===== src/rtl/cks_pkg.sv =====
// Shared constants, fuse codes, states and carrier types for clock control
package cks_pkg;

  // Fuse field layout; a fuse bit reads 1 unprogrammed, 0 programmed
  localparam int           SEL_W          = 4;
  localparam int           STSEL_W        = 2;
  localparam int           CNT_W          = 17;
  localparam logic         FUSE_PROGRAMMED = 1'b0;

  // Clock source select codes
  localparam logic [3:0]   SEL_XTAL_LO    = 4'h8;
  localparam logic [3:0]   SEL_LF_FAST    = 4'h6;
  localparam logic [3:0]   SEL_LF_SLOW    = 4'h7;
  localparam logic [3:0]   SEL_RC         = 4'h2;
  localparam logic [3:0]   SEL_EXT        = 4'h0;

  // Start-up time select codes
  localparam logic [1:0]   STSEL_00       = 2'h0;
  localparam logic [1:0]   STSEL_01       = 2'h1;
  localparam logic [1:0]   STSEL_10       = 2'h2;

  // Start-up counts in cycles of the selected source
  localparam logic [16:0]  CK_258         = 17'h00102;
  localparam logic [16:0]  CK_1K          = 17'h00400;
  localparam logic [16:0]  CK_RESET_ADD   = 17'h0000E;
  localparam logic [16:0]  CK_RC_START    = 17'h00006;

  // Reset time-out counts in watchdog oscillator cycles
  localparam logic [16:0]  WDT_NONE       = 17'h00000;
  localparam logic [16:0]  WDT_SHORT      = 17'h01000;

  // Prescale factors
  localparam logic [3:0]   PRESCALE_DIV8  = 4'h8;
  localparam logic [3:0]   PRESCALE_DIV1  = 4'h1;

  // Pin count through the synchroniser
  localparam int           SYNC_PINS      = 6;

  typedef struct packed {
    logic [3:0] clock_source_select;
    logic [1:0] startup_time_select;
    logic       divide_by_eight_fuse;
  } cks_fuse_s;

  // Factory configuration: RC source, longest start-up, divide by 8 programmed
  localparam cks_fuse_s    FUSE_DEFAULT   = '{4'h2, 2'h2, 1'b0};

  typedef struct packed {
    logic core_clock;
    logic peripheral_clock;
    logic program_memory_clock;
    logic async_timer_clock;
    logic converter_clock;
  } cks_gate_s;

  localparam cks_gate_s    GATE_ALL_OFF   = '{1'b0, 1'b0, 1'b0, 1'b0, 1'b0};

  typedef struct packed {
    logic xtal;
    logic lowfreq;
    logic rc;
    logic ext;
  } cks_osc_s;

  localparam cks_osc_s     OSC_ALL_OFF    = '{1'b0, 1'b0, 1'b0, 1'b0};

  typedef enum logic [2:0] {
    SLP_IDLE       = 3'h0,
    SLP_CONV_NOISE = 3'h1,
    SLP_POWER_DOWN = 3'h2,
    SLP_POWER_SAVE = 3'h3,
    SLP_STANDBY    = 3'h6
  } cks_sleep_e;

  // Gray codes along capture -> reset delay -> run -> sleep -> wake
  typedef enum logic [2:0] {
    ST_CAPTURE = 3'h0,
    ST_POR     = 3'h1,
    ST_RUN     = 3'h3,
    ST_SLEEP   = 3'h2,
    ST_WAKE    = 3'h6,
    ST_INVALID = 3'h4
  } cks_state_e;

endpackage


===== src/rtl/cks_sync.sv =====
// Two-stage synchroniser for pins from outside the clock domain
`timescale 1ns/1ps
module cks_sync #(
  parameter int WIDTH = 1
) (
  // Clock and reset
  input  wire logic             clk,
  input  wire logic             rstn,
  // Pins and synchronised levels
  input  wire logic [WIDTH-1:0] pin,
  output logic      [WIDTH-1:0] level
);

  logic [WIDTH-1:0] stage1;

  // First stage feeds only the second stage
  always_ff @(posedge clk or negedge rstn) begin
    if (!rstn) begin
      stage1 <= '0;
      level  <= '0;
    end else begin
      stage1 <= pin;
      level  <= stage1;
    end
  end

endmodule


===== src/rtl/cks_tick_counter.sv =====
// Counts tick pulses from load until a target is reached
`timescale 1ns/1ps
module cks_tick_counter (
  // Clock and reset
  input  wire logic        clk,
  input  wire logic        rstn,
  // Control
  input  wire logic        load,
  input  wire logic [16:0] target,
  input  wire logic        tick,
  // Status
  output logic             done
);
  import cks_pkg::*;

  logic [16:0] count;
  logic [16:0] target_q;

  // Finished once the count has reached the loaded target
  assign done = (count >= target_q);

  // Load clears the count; ticks advance it until done
  always_ff @(posedge clk or negedge rstn) begin
    if (!rstn) begin
      count    <= '0;
      target_q <= '0;
    end else if (load) begin
      count    <= '0;
      target_q <= target;
    end else if (tick && !done) begin
      count    <= count + 17'h00001;
    end
  end

endmodule


===== src/rtl/cks_clock_control.sv =====
// Clock source selection, start-up timing and clock domain gating
`timescale 1ns/1ps

module cks_clock_control #(
  parameter int P_WDT_LONG   = 65536,
  parameter int P_XTAL_LONG  = 16384,
  parameter int P_LF_LONG    = 32768
) (
  // Clock and reset
  input  wire logic               clk,
  input  wire logic               rstn,
  // Non-volatile configuration, sampled once after reset
  input  wire logic               fuse_loaded,
  input  wire cks_pkg::cks_fuse_s fuse,
  // Oscillator and watchdog tick pins (asynchronous)
  input  wire logic               xtal_tick,
  input  wire logic               lowfreq_tick,
  input  wire logic               rc_tick,
  input  wire logic               ext_tick,
  input  wire logic               watchdog_oscillator,
  // Sleep control from the core and wake pin
  input  wire logic               sleep_request,
  input  wire cks_pkg::cks_sleep_e sleep_mode,
  input  wire logic               wake_event,
  // Module usage
  input  wire logic               async_timer_enable,
  input  wire logic               converter_enable,
  // Clock domain gates and source enables
  output cks_pkg::cks_gate_s      gate,
  output cks_pkg::cks_osc_s       osc_enable,
  // Status
  output logic                    execute_enable,
  output logic                    async_irq_detect,
  output logic                    serial_start_async,
  output logic [3:0]              prescale_factor,
  output logic                    config_invalid,
  output cks_pkg::cks_state_e     state
);
  import cks_pkg::*;

  cks_fuse_s  cfg;
  cks_fuse_s  cfg_src;
  cks_state_e next_state;
  cks_sleep_e mode_q;
  cks_sleep_e mode_now;
  cks_gate_s  next_gate;
  cks_osc_s   next_osc;
  logic [5:0] pins_sync;
  logic [5:0] pins_prev;
  logic [5:0] pins_rise;
  logic       src_tick;
  logic       wdt_tick;
  logic       wake_sync;
  logic       src_done;
  logic       wdt_done;
  logic       load_src;
  logic       load_wdt;
  logic [16:0] src_target;
  logic       deep_sleep;
  logic       is_xtal;
  logic       is_lf;
  logic       is_rc;
  logic       is_ext;
  logic       is_valid;

  // Start-up cycles on the selected source after power-down or power-save
  function automatic logic [16:0] startup_ck(input cks_fuse_s c);
    logic [16:0] r;
    r = CK_RC_START;
    if (c.clock_source_select >= SEL_XTAL_LO) begin
      if (c.clock_source_select[0] == 1'b0) begin
        r = (c.startup_time_select[1] == 1'b0) ? CK_258 : CK_1K;
      end else begin
        r = (c.startup_time_select == STSEL_00) ? CK_1K
                                                 : 17'(P_XTAL_LONG);
      end
    end else if (c.clock_source_select == SEL_LF_SLOW) begin
      r = 17'(P_LF_LONG);
    end else if (c.clock_source_select == SEL_LF_FAST) begin
      r = CK_1K;
    end
    return r;
  endfunction

  // Watchdog cycles of the reset time-out for this configuration
  function automatic logic [16:0] reset_wdt(input cks_fuse_s c);
    logic [16:0] r;
    logic [2:0]  idx;
    idx = {c.clock_source_select[0], c.startup_time_select};
    r   = 17'(P_WDT_LONG);
    if (c.clock_source_select >= SEL_XTAL_LO) begin
      case (idx)
        3'h0, 3'h3, 3'h6: r = WDT_SHORT;
        3'h2, 3'h5:       r = WDT_NONE;
        default:          r = 17'(P_WDT_LONG);
      endcase
    end else begin
      case (c.startup_time_select)
        STSEL_00: r = WDT_NONE;
        STSEL_01: r = WDT_SHORT;
        STSEL_10: r = 17'(P_WDT_LONG);
        default: r = 17'(P_WDT_LONG);
      endcase
    end
    return r;
  endfunction

  // Pins cross into the clock domain before any logic sees them
  cks_sync #(
    .WIDTH (SYNC_PINS)
  ) u_sync (
    .clk   (clk),
    .rstn  (rstn),
    .pin   ({wake_event, watchdog_oscillator, ext_tick, rc_tick,
             lowfreq_tick, xtal_tick}),
    .level (pins_sync)
  );

  // Rising edges of the synchronised oscillator levels count as ticks
  always_ff @(posedge clk or negedge rstn) begin
    if (!rstn) begin
      pins_prev <= '0;
    end else begin
      pins_prev <= pins_sync;
    end
  end

  assign pins_rise = pins_sync & ~pins_prev;
  assign wdt_tick  = pins_rise[4];
  assign wake_sync = pins_sync[5];

  // Capture decodes the incoming fuses at once, so a reserved code can
  // never start the counters; entry gating uses the mode being requested
  assign cfg_src  = (state != ST_CAPTURE) ? cfg
                  : (fuse_loaded ? fuse : FUSE_DEFAULT);
  assign mode_now = (state == ST_RUN) ? sleep_mode : mode_q;
  assign is_xtal  = (cfg_src.clock_source_select >= SEL_XTAL_LO);
  assign is_lf    = (cfg_src.clock_source_select == SEL_LF_FAST) ||
                    (cfg_src.clock_source_select == SEL_LF_SLOW);
  assign is_rc    = (cfg_src.clock_source_select == SEL_RC);
  assign is_ext   = (cfg_src.clock_source_select == SEL_EXT);
  assign is_valid = is_xtal | is_lf | is_rc | is_ext;

  // Ticks of the selected source; none when the code is reserved
  assign src_tick = (is_xtal & pins_rise[0]) | (is_lf & pins_rise[1]) |
                    (is_rc & pins_rise[2]) | (is_ext & pins_rise[3]);

  assign deep_sleep = (mode_now == SLP_POWER_DOWN) ||
                      (mode_now == SLP_POWER_SAVE);

  // both counters start together at reset
  assign load_wdt = (state == ST_CAPTURE) && is_valid;
  assign load_src = load_wdt ||
                    ((state == ST_SLEEP) && wake_sync && deep_sleep);
  // Reset adds the fixed 14 source clocks to the start-up count
  assign src_target = startup_ck(cfg_src) +
                      ((state == ST_CAPTURE) ? CK_RESET_ADD : 17'h00000);

  cks_tick_counter u_src_count (
    .clk    (clk),
    .rstn   (rstn),
    .load   (load_src),
    .target (src_target),
    .tick   (src_tick),
    .done   (src_done)
  );

  cks_tick_counter u_wdt_count (
    .clk    (clk),
    .rstn   (rstn),
    .load   (load_wdt),
    .target (reset_wdt(cfg_src)),
    .tick   (wdt_tick),
    .done   (wdt_done)
  );

  // factory defaults until fuses are captured
  // fuse values taken as read, programmed bits are zero
  always_ff @(posedge clk or negedge rstn) begin
    if (!rstn) begin
      cfg <= FUSE_DEFAULT;
    end else if (state == ST_CAPTURE) begin
      cfg <= cfg_src;
    end
  end

  // Sleep mode is held for the whole sleep period
  always_ff @(posedge clk or negedge rstn) begin
    if (!rstn) begin
      mode_q <= SLP_IDLE;
    end else if (state == ST_RUN && sleep_request) begin
      mode_q <= sleep_mode;
    end
  end

  // Sequencer; capture lasts one cycle and decodes the fuses directly
  always_comb begin
    next_state = state;
    case (state)
      ST_CAPTURE: begin
        next_state = is_valid ? ST_POR : ST_INVALID;
      end
      ST_POR: begin
        if (src_done && wdt_done) begin
          next_state = ST_RUN;
        end
      end
      ST_RUN: begin
        if (sleep_request) begin
          next_state = ST_SLEEP;
        end
      end
      ST_SLEEP: begin
        if (wake_sync) begin
          next_state = deep_sleep ? ST_WAKE : ST_RUN;
        end
      end
      // execution waits for the start-up count
      ST_WAKE: begin
        if (src_done) begin
          next_state = ST_RUN;
        end
      end
      // stay halted on a reserved code
      ST_INVALID: begin
        next_state = ST_INVALID;
      end
      default: begin
        next_state = ST_CAPTURE;
      end
    endcase
  end

  always_ff @(posedge clk or negedge rstn) begin
    if (!rstn) begin
      state <= ST_CAPTURE;
    end else begin
      state <= next_state;
    end
  end

  // Domain gates per state and sleep mode
  always_comb begin
    next_gate = GATE_ALL_OFF;
    if (next_state == ST_RUN) begin
      next_gate.core_clock       = 1'b1;
      next_gate.peripheral_clock = 1'b1;
      next_gate.converter_clock  = converter_enable;
    end else if (next_state == ST_SLEEP) begin
      // sleep mode decides which domains stop
      case (mode_now)
        SLP_IDLE: begin
          next_gate.peripheral_clock = 1'b1;
          next_gate.converter_clock  = converter_enable;
        end
        // converter keeps running while core and peripherals halt
        SLP_CONV_NOISE: begin
          next_gate.converter_clock  = converter_enable;
        end
        default: begin
          next_gate.converter_clock  = 1'b0;
        end
      endcase
    end
    // program memory follows the core clock
    next_gate.program_memory_clock = next_gate.core_clock;
    // async timer runs in every state but capture, invalid and power-down sleep
    next_gate.async_timer_clock = async_timer_enable && is_valid &&
      (next_state != ST_CAPTURE) && (next_state != ST_INVALID) &&
      !(next_state == ST_SLEEP && mode_now == SLP_POWER_DOWN);
  end

  // Oscillator enables; deep sleep stops the source except a watch crystal feeding the async timer in power-save; standby keeps it
  always_comb begin
    next_osc = OSC_ALL_OFF;
    if (next_state != ST_INVALID && next_state != ST_CAPTURE &&
        !(next_state == ST_SLEEP && deep_sleep)) begin
      next_osc.xtal    = is_xtal;
      next_osc.lowfreq = is_lf;
      next_osc.rc      = is_rc;
      next_osc.ext     = is_ext;
    end
    // The watch crystal also feeds the async timer in power-save
    if (next_state == ST_SLEEP && mode_now == SLP_POWER_SAVE && is_lf) begin
      next_osc.lowfreq = async_timer_enable;
    end
  end

  // Registered outputs; only the source enable and async timer gate are on until the delays end
  always_ff @(posedge clk or negedge rstn) begin
    if (!rstn) begin
      gate           <= GATE_ALL_OFF;
      osc_enable     <= OSC_ALL_OFF;
      config_invalid <= 1'b0;
    end else begin
      gate           <= next_gate;
      osc_enable     <= next_osc;
      config_invalid <= (next_state == ST_INVALID);
    end
  end

  // Core runs only with its clock enabled
  assign execute_enable = gate.core_clock;

  // async interrupt detect while peripheral clock halted
  assign async_irq_detect = !gate.peripheral_clock;
  // serial start detection goes asynchronous when halted
  assign serial_start_async     = !gate.peripheral_clock;

  // prescale by 8 when the divide fuse is programmed
  always_ff @(posedge clk or negedge rstn) begin
    if (!rstn) begin
      prescale_factor <= PRESCALE_DIV8;
    end else if (state == ST_CAPTURE) begin
      prescale_factor <= (cfg_src.divide_by_eight_fuse == FUSE_PROGRAMMED)
                       ? PRESCALE_DIV8 : PRESCALE_DIV1;
    end
  end

endmodule


===== config.mk =====
export PLATFORM = sky130hd
export DESIGN_NAME = cks_clock_control
export DESIGN_NICKNAME = d
export VERILOG_FILES = /design/src/rtl/cks_pkg.sv /design/src/rtl/cks_sync.sv /design/src/rtl/cks_tick_counter.sv /design/src/rtl/cks_clock_control.sv
export SDC_FILE = /design/constraint.sdc
export NUM_CORES = 1
export LEC_CHECK = 0
export ABC_AREA = 1
export BUFFER_PORTS_ARGS = -buffer_cell sky130_fd_sc_hd__buf_2
export CORE_MARGIN = 2
export CORE_UTILIZATION = 64
export CTS_CLUSTER_DIAMETER = 30
export CTS_CLUSTER_SIZE = 12
export DETAILED_ROUTE_END_ITERATION = 8
export HOLD_SLACK_MARGIN = 0.1
export PLACE_DENSITY = 0.95
export SLEW_MARGIN = 25
export SYNTH_ARGS = -nofsm -noshare
export SYNTH_HDL_FRONTEND = slang
export SYNTH_SLANG_ARGS = --single-unit

===== constraint.sdc =====
create_clock -name clk -period 6.7 [get_ports clk]
set_clock_uncertainty 0.2 [all_clocks]
set_input_delay 0.335 -clock clk [delete_from_list [all_inputs] [get_ports clk]]
set_output_delay 0.335 -clock clk [all_outputs]
set_load 0.05 [all_outputs]

# Word level (Yosys, flattened, before mapping)
# Index checks and enable logic that the tools add are counted.
[classes]
add_sub_neg = 3
n_lt_le_gt_ge = 3
n_eq_ne = 20
mux = 34
bitwise_logic = 12
n_reduce_logical = 37
[ops]
columns = ["cell", "n"]
rows = [
  ["$mux W17", 6],
  ["$pmux W17 S2", 2],
  ["$add A17 B1 Y17 const B", 2],
  ["$ge A17 B17 Y1", 2],
  ["$mux W15", 2],
  ["$eq A3 B2 Y1 const B", 8],
  ["$mux W11", 2],
  ["$mux W3", 7],
  ["$pmux W3 S6", 1],
  ["$add A17 B4 Y17", 1],
  ["$logic_and A1 B1 Y1", 17],
  ["$mux W16", 1],
  ["$eq A3 B3 Y1 const B", 5],
  ["$mux W7", 2],
  ["$mux W4", 3],
  ["$logic_not A3 Y1", 3],
  ["$eq A4 B3 Y1 const B", 2],
  ["$mux W1", 8],
  ["$eq A3 B1 Y1 const B", 2],
  ["$or A1 B1 Y1", 6],
  ["$reduce_bool A3 Y1", 2],
  ["$and A5 B5 Y5", 1],
  ["$logic_not A1 Y1", 5],
  ["$not A5 Y5", 1],
  ["11 further kinds", 18],
]
[totals]
regBits = 111
inputBits = 22
output_inout_bits = 20
word_cells = 131

# Logic depth before layout (Yosys ltp)
[depth]
word_depth = 15
depth_mapped = 19
mapped_depth_nobuf = 19

# Cells and area by module
# Synthesis repeated with hierarchy kept, for this count alone.
[hier_totals]
cells_unflattened = 790
area_unflattened_um2 = 6374.9
[by_module_without_submodules]
columns = ["mod", "instances", "cells_each", "area_each_um2"]
rows = [
  ["cks_tick_counter", 2, 295, 2224.6],
  ["cks_clock_control", 1, 188, 1625.3],
  ["cks_sync", 1, 12, 300.3],
]

# Worst setup path before layout
# OpenSTA, ideal clock, no wires.
[synth_path]
kind = "flip-flop to flip-flop"
from = "register state[0]"
to = "register u_src_count.target_q[2]"
setup_time_ns = 0.126
arrival_ns = 2.410
t_required_ns = 6.374
setup_slack_ns = 3.964
path_stages_with_launch = 12
period_less_slack_ns = 2.736
path_cell_list = "dfrtp_1 > nor2_4 > nand2_4 > inv_1 > nand2_1 > o22ai_2 > a21oi_1 > nor2_1 > ha_1 > fa_1 > nand2_1 > o21ai_0"
[synth_between]
elab_cells_between_ends = 29
classes_between = "add/sub: 1; order compare: 1; eq/ne: 7; mux: 8; bitwise: 3; reduce/logical: 9"
[synth_lines]
columns = ["item", "line", "text"]
rows = [
  ["start: declaration", "cks_clock_control.sv:37", "output cks_pkg::cks_state_e state"],
  ["start signal: assignment", "cks_clock_control.sv:238", "state <= next_state;"],
  ["$reduce_bool A3 Y1", "cks_clock_control.sv:134", "assign cfg_src = (state != ST_CAPTURE) ? cfg"],
  ["$mux W7", "cks_clock_control.sv:134", ""],
  ["$eq A4 B3 Y1", "cks_clock_control.sv:79", "end else if (c.clock_source_select == SEL_LF_FAST) begin"],
  ["$mux W11", "cks_clock_control.sv:79", ""],
  ["$mux W16", "cks_clock_control.sv:77", "end else if (c.clock_source_select == SEL_LF_SLOW) begin"],
  ["$mux W17", "cks_clock_control.sv:70", "if (c.clock_source_select >= SEL_XTAL_LO) begin"],
  ["$add A17 B4 Y17 (*)", "cks_clock_control.sv:156", "assign src_target = startup_ck(cfg_src) +"],
  ["via src_target[2]", "cks_clock_control.sv:58", "logic [16:0] src_target;"],
  ["end signal: assignment", "cks_tick_counter.sv:29", "target_q <= target;"],
  ["end: declaration", "cks_tick_counter.sv:17", "logic [16:0] target_q;"],
]
# The timed path passes the listed nets; every way through them passes the cells marked *.
# A chain may end at the register's enable or synchronous reset.

# Worst setup path in the final report
[layout_path]
from = "register state[0]"
to = "register u_src_count.count[3]"
[layout_between]
elab_chain_cells = 10
elab_cells_between_ends = 32
classes_between = "order compare: 1; eq/ne: 7; mux: 3; bitwise: 10; reduce/logical: 11"
[layout_lines]
columns = ["item", "line", "text"]
rows = [
  ["branches (longest 10 deep; another with $ge A4 B4 Y1)", "--", ""],
  ["end signal: assignment", "cks_tick_counter.sv:31", "count <= count + 17'h00001;"],
  ["end: declaration", "cks_tick_counter.sv:16", "logic [16:0] count;"],
]
# Several ways; the timed one is not identified.

==> key figures <==
Run status
  • Outcome: completed

Timing
  • Period utilisation layout: 0.537
  • Setup_tns: 0 ns
  • Final Slew Violations: 0
  • Tightest Pin Transition: 0.942 ns
  • Final min period: 3.60 ns
  • Final Hold Fails: 0
  • RSZ-0062 raised after global routing: no
  • Max Clock Freq: 278 MHz
  • Hold slack: 0.129 ns
  • Slew headroom: 0.370
  • Final setup fails: 0

Clocking
  • Clock H-tree levels: 3
  • Clock Pin Slew Worst Setup and Hold Paths: ~0.1 ns
  • Skew-Pair Late Insertion Delay: 0.36 ns
  • Clk sink count: 84
  • Total CTS buffers: 9
  • Clock Path Buffers: 2
  • CTS tree: built
  • Resize count post-CTS: 0
  • CTS Root Buffer Type: clkbuf_8

Drt
  • Vias: 4,199
  • Residual DRC: 0
  • First drt pass iteration count: 6
  • Antenna Violating Nets Remaining: 0
  • WL per Instance: 16.6 um
  • Post-DR vias/cell: 5.82
  • Final WL: 12,000 um
  • Initial DRC count: between 300 and 400

Layout
  • Ant diodes: 0
  • Commonest cells after routing, fill and taps aside: nand2_1 (112), inv_1 (90), dfrtp_1 (81)
  • Synth-to-layout area growth: 12.1%
  • Fill cells: 480
  • Fraction of layout cells with a size suffix above 1: 0.156
  • Commonest non-fill, non-tap cell in the layout: nand2_1
  • Nets: 656
  • Final core utilization: 0.731

Setup path
  • CP top delay family: simple AND/OR/NAND/NOR gates
  • Reg-to-reg startpoint: state[0]
  • Cells on worst reg2reg path: 9
  • CP endpoint kind: flip-flop
  • Worst setup startpoint: state[0]
  • Crit path capture: u_src_count.count[3]
  • Startpoint types: flip-flop
  • CP Data Required Time: 6.76 ns
  • Arrival time of the worst setup path: 3.66 ns
  • CP peak stage delay: 0.69 ns
  • CP cell instances: nor2_4 > nand2_4 > o21ai_4 > nand3_2 > nand2_2 > nand2_1 > a21oi_2 > nand2_1 > o31ai_2
  • Kind of critical path: flip-flop to flip-flop
  • Critical Path Most Common Cell: nand2_1
  • Slowest CP cell: a21oi_2
  • Worst path bufs/invs: 0
  • CP Depth: 9
  • R2R Path End: u_src_count.count[3]
  • Max FO, Critical Path: 22
  • Reg-to-reg slack, setup: 3.10 ns

Power and ir drop
  • PD cells: 442 nW/um2
  • Sequential share of power: 0.295
  • Worst vdd ir: 0.000260 V
  • Psw: ~1.2 mW
  • Clock power frac: 0.167
  • Switching share of power: 0.515
  • Logic gate share of total power: 0.538
  • Pleak: 2.60 nW
  • Pint: 1.12 mW

Die
  • Core area: 7180 um2
  • I/O pin cnt: between 40 and 50
  • Initial Util: 0.652
  • Die Span Y: between 80 and 90 um
  • Width of the die: 89.5 um
  • DIE AREA: 8010 um2
  • FP Rows: 31

Global route
  • Most Crowded Layer GR: met2
  • GRT Util Overall: 0.328
  • GR Layer Usage met2: 0.562
  • GRT overflow: 0
  • Initial antenna violation count: 0
  • Global-route wire length before repair: 19,900 um
  • Met3 track demand over resource: 0.0942
  • Largest net degree at the start of global routing: 85
  • Vias in the first global route: 4,261
  • M1 GR Usage: 0.389

Place
  • HPWL Detailed: ~7800 um
  • Gpl congestion: about 0.9
  • PortBufs: 39

Synthesis
  • Sequential area share after synthesis: 0.450
  • Synth warn: 0
  • Top post-synthesis cells by area: dfrtp_1 (43%), nand2_1 (9.0%), inv_1 (7.2%)
  • Seq cells post-synth: 84
  • Post-Synthesis Cells: around 570
  • Cell Area, Synth: about 4700 um2
  • Top cell type's share of synthesized area: 0.433
  • Yosys cell types: 43
  • Synth Area per Inst: 8.24 um2
  • Largest area contributor in the netlist: dfrtp_1

Hold path
  • Cell count of the worst hold path: 3
  • Hold Path Class: input port to flip-flop

Job
  • Max-cap violations: 0
[cells by family after synthesis]
kind of cell / synth area share
flip-flops: 0.450
AO/OA/AOI/OAI: 0.108
other: 0.000801
adder cells (fa/ha/maj): 0.0470
XOR/XNOR: 0.0337
buffers and inverters: 0.0984
AND/OR/NAND/NOR: 0.262
[sequential cells by signal, indices dropped and copies added, names as in the netlist]
| register | flops |
|---|---|
| prescale_factor | 2 |
| gate | 4 |
| osc_enable | 4 |
| pins_prev | 5 |
| cfg | 6 |
| mode_q | 3 |
| state | 3 |
| u_sync.stage1 | 6 |
| u_wdt_count.target_q | 2 |
| u_src_count.count | 17 |
| u_wdt_count.count | 17 |
| u_src_count.target_q | 8 |
| u_sync.level | 6 |
| config_invalid | 1 |
[cell usage after synthesis (all sizes together)]
| cell | count |
|---|---|
| dfstp | 3 |
| nor3 | 15 |
| o21ai | 35 |
| nor4 | 4 |
| a211oi | 1 |
| or2 | 2 |
| nand3b | 4 |
| o41ai | 1 |
| dfrtp | 81 |
| a21oi | 21 |
| conb | 1 |
| xor2 | 15 |
| a31oi | 1 |
| buf | 14 |
| clkbuf | 1 |
| o31ai | 11 |
| nand3 | 42 |
| inv | 95 |
| o21a | 2 |
| o22ai | 5 |
| xnor2 | 3 |
| nand4 | 16 |
| nand2 | 121 |
| nor2 | 57 |
| ha | 16 |
| fa | 1 |
[power by group through the flow]
stage               registers (mW)  logic [mW]  clock network, mW
CTS                          0.677        1.20              0.385
global placement             0.679        1.10                  0
finish                       0.682        1.25              0.387
floorplan                    0.762       0.856                  0
detailed placement           0.687        1.18                  0
global route                 0.690        1.37              0.411
[metal layers]
layer,vias to the layer above,wire [um]
li1,1925,-
met1,2001,4580
met2,223,6060
met3,50,941
met4,0,373
met5,-,0
[worst min path at each step]
stage                                 from              end
after CTS                    sleep_request        mode_q[1]
final                              fuse[2]           cfg[2]
after floorplan                       rstn           cfg[1]
after detailed placement  u_sync.stage1[4]  u_sync.level[4]
after global routing               fuse[2]           cfg[2]
after global placement    u_sync.stage1[2]  u_sync.level[2]
[timing repair]
| action | in CTS | in global routing |
|---|---|---|
| hold buffers | 13 | 0 |
| endpoints found under the hold margin | 95 | 0 |
| setup buffers | 0 | 0 |
[worst reg2reg max path, stage by stage, from the launching register on]
cell     delay [ns]
dfrtp_1        0.47
nor2_4         0.23
nand2_4        0.14
o21ai_4        0.33
nand3_2        0.15
nand2_2        0.34
nand2_1        0.66
a21oi_2        0.70
nand2_1        0.19
o31ai_2        0.10
[final cells by class]
class,instances,area (um2),area share
sequential,84,2110,0.401
multi-input combinational,375,2120,0.404
inverter,95,357,0.0680
tap,99,124,0.0236
clock inverter,6,71.3,0.0136
clock buffer,10,138,0.0262
timing repair buffer,52,332,0.0632
[per-stage QoR]
step                      power, mW  area (um2)  cells  setup slack (ns)
after floorplan                1.62        4680    569              3.96
after global placement         1.78        4900    692              3.43
after detailed placement       1.86        4900    692              3.19
after CTS                      2.27        5240    721              3.15
after global routing           2.47        5250    721              2.87
final                          2.32        5250    721              3.10
Power figures use the tool's default switching activity.
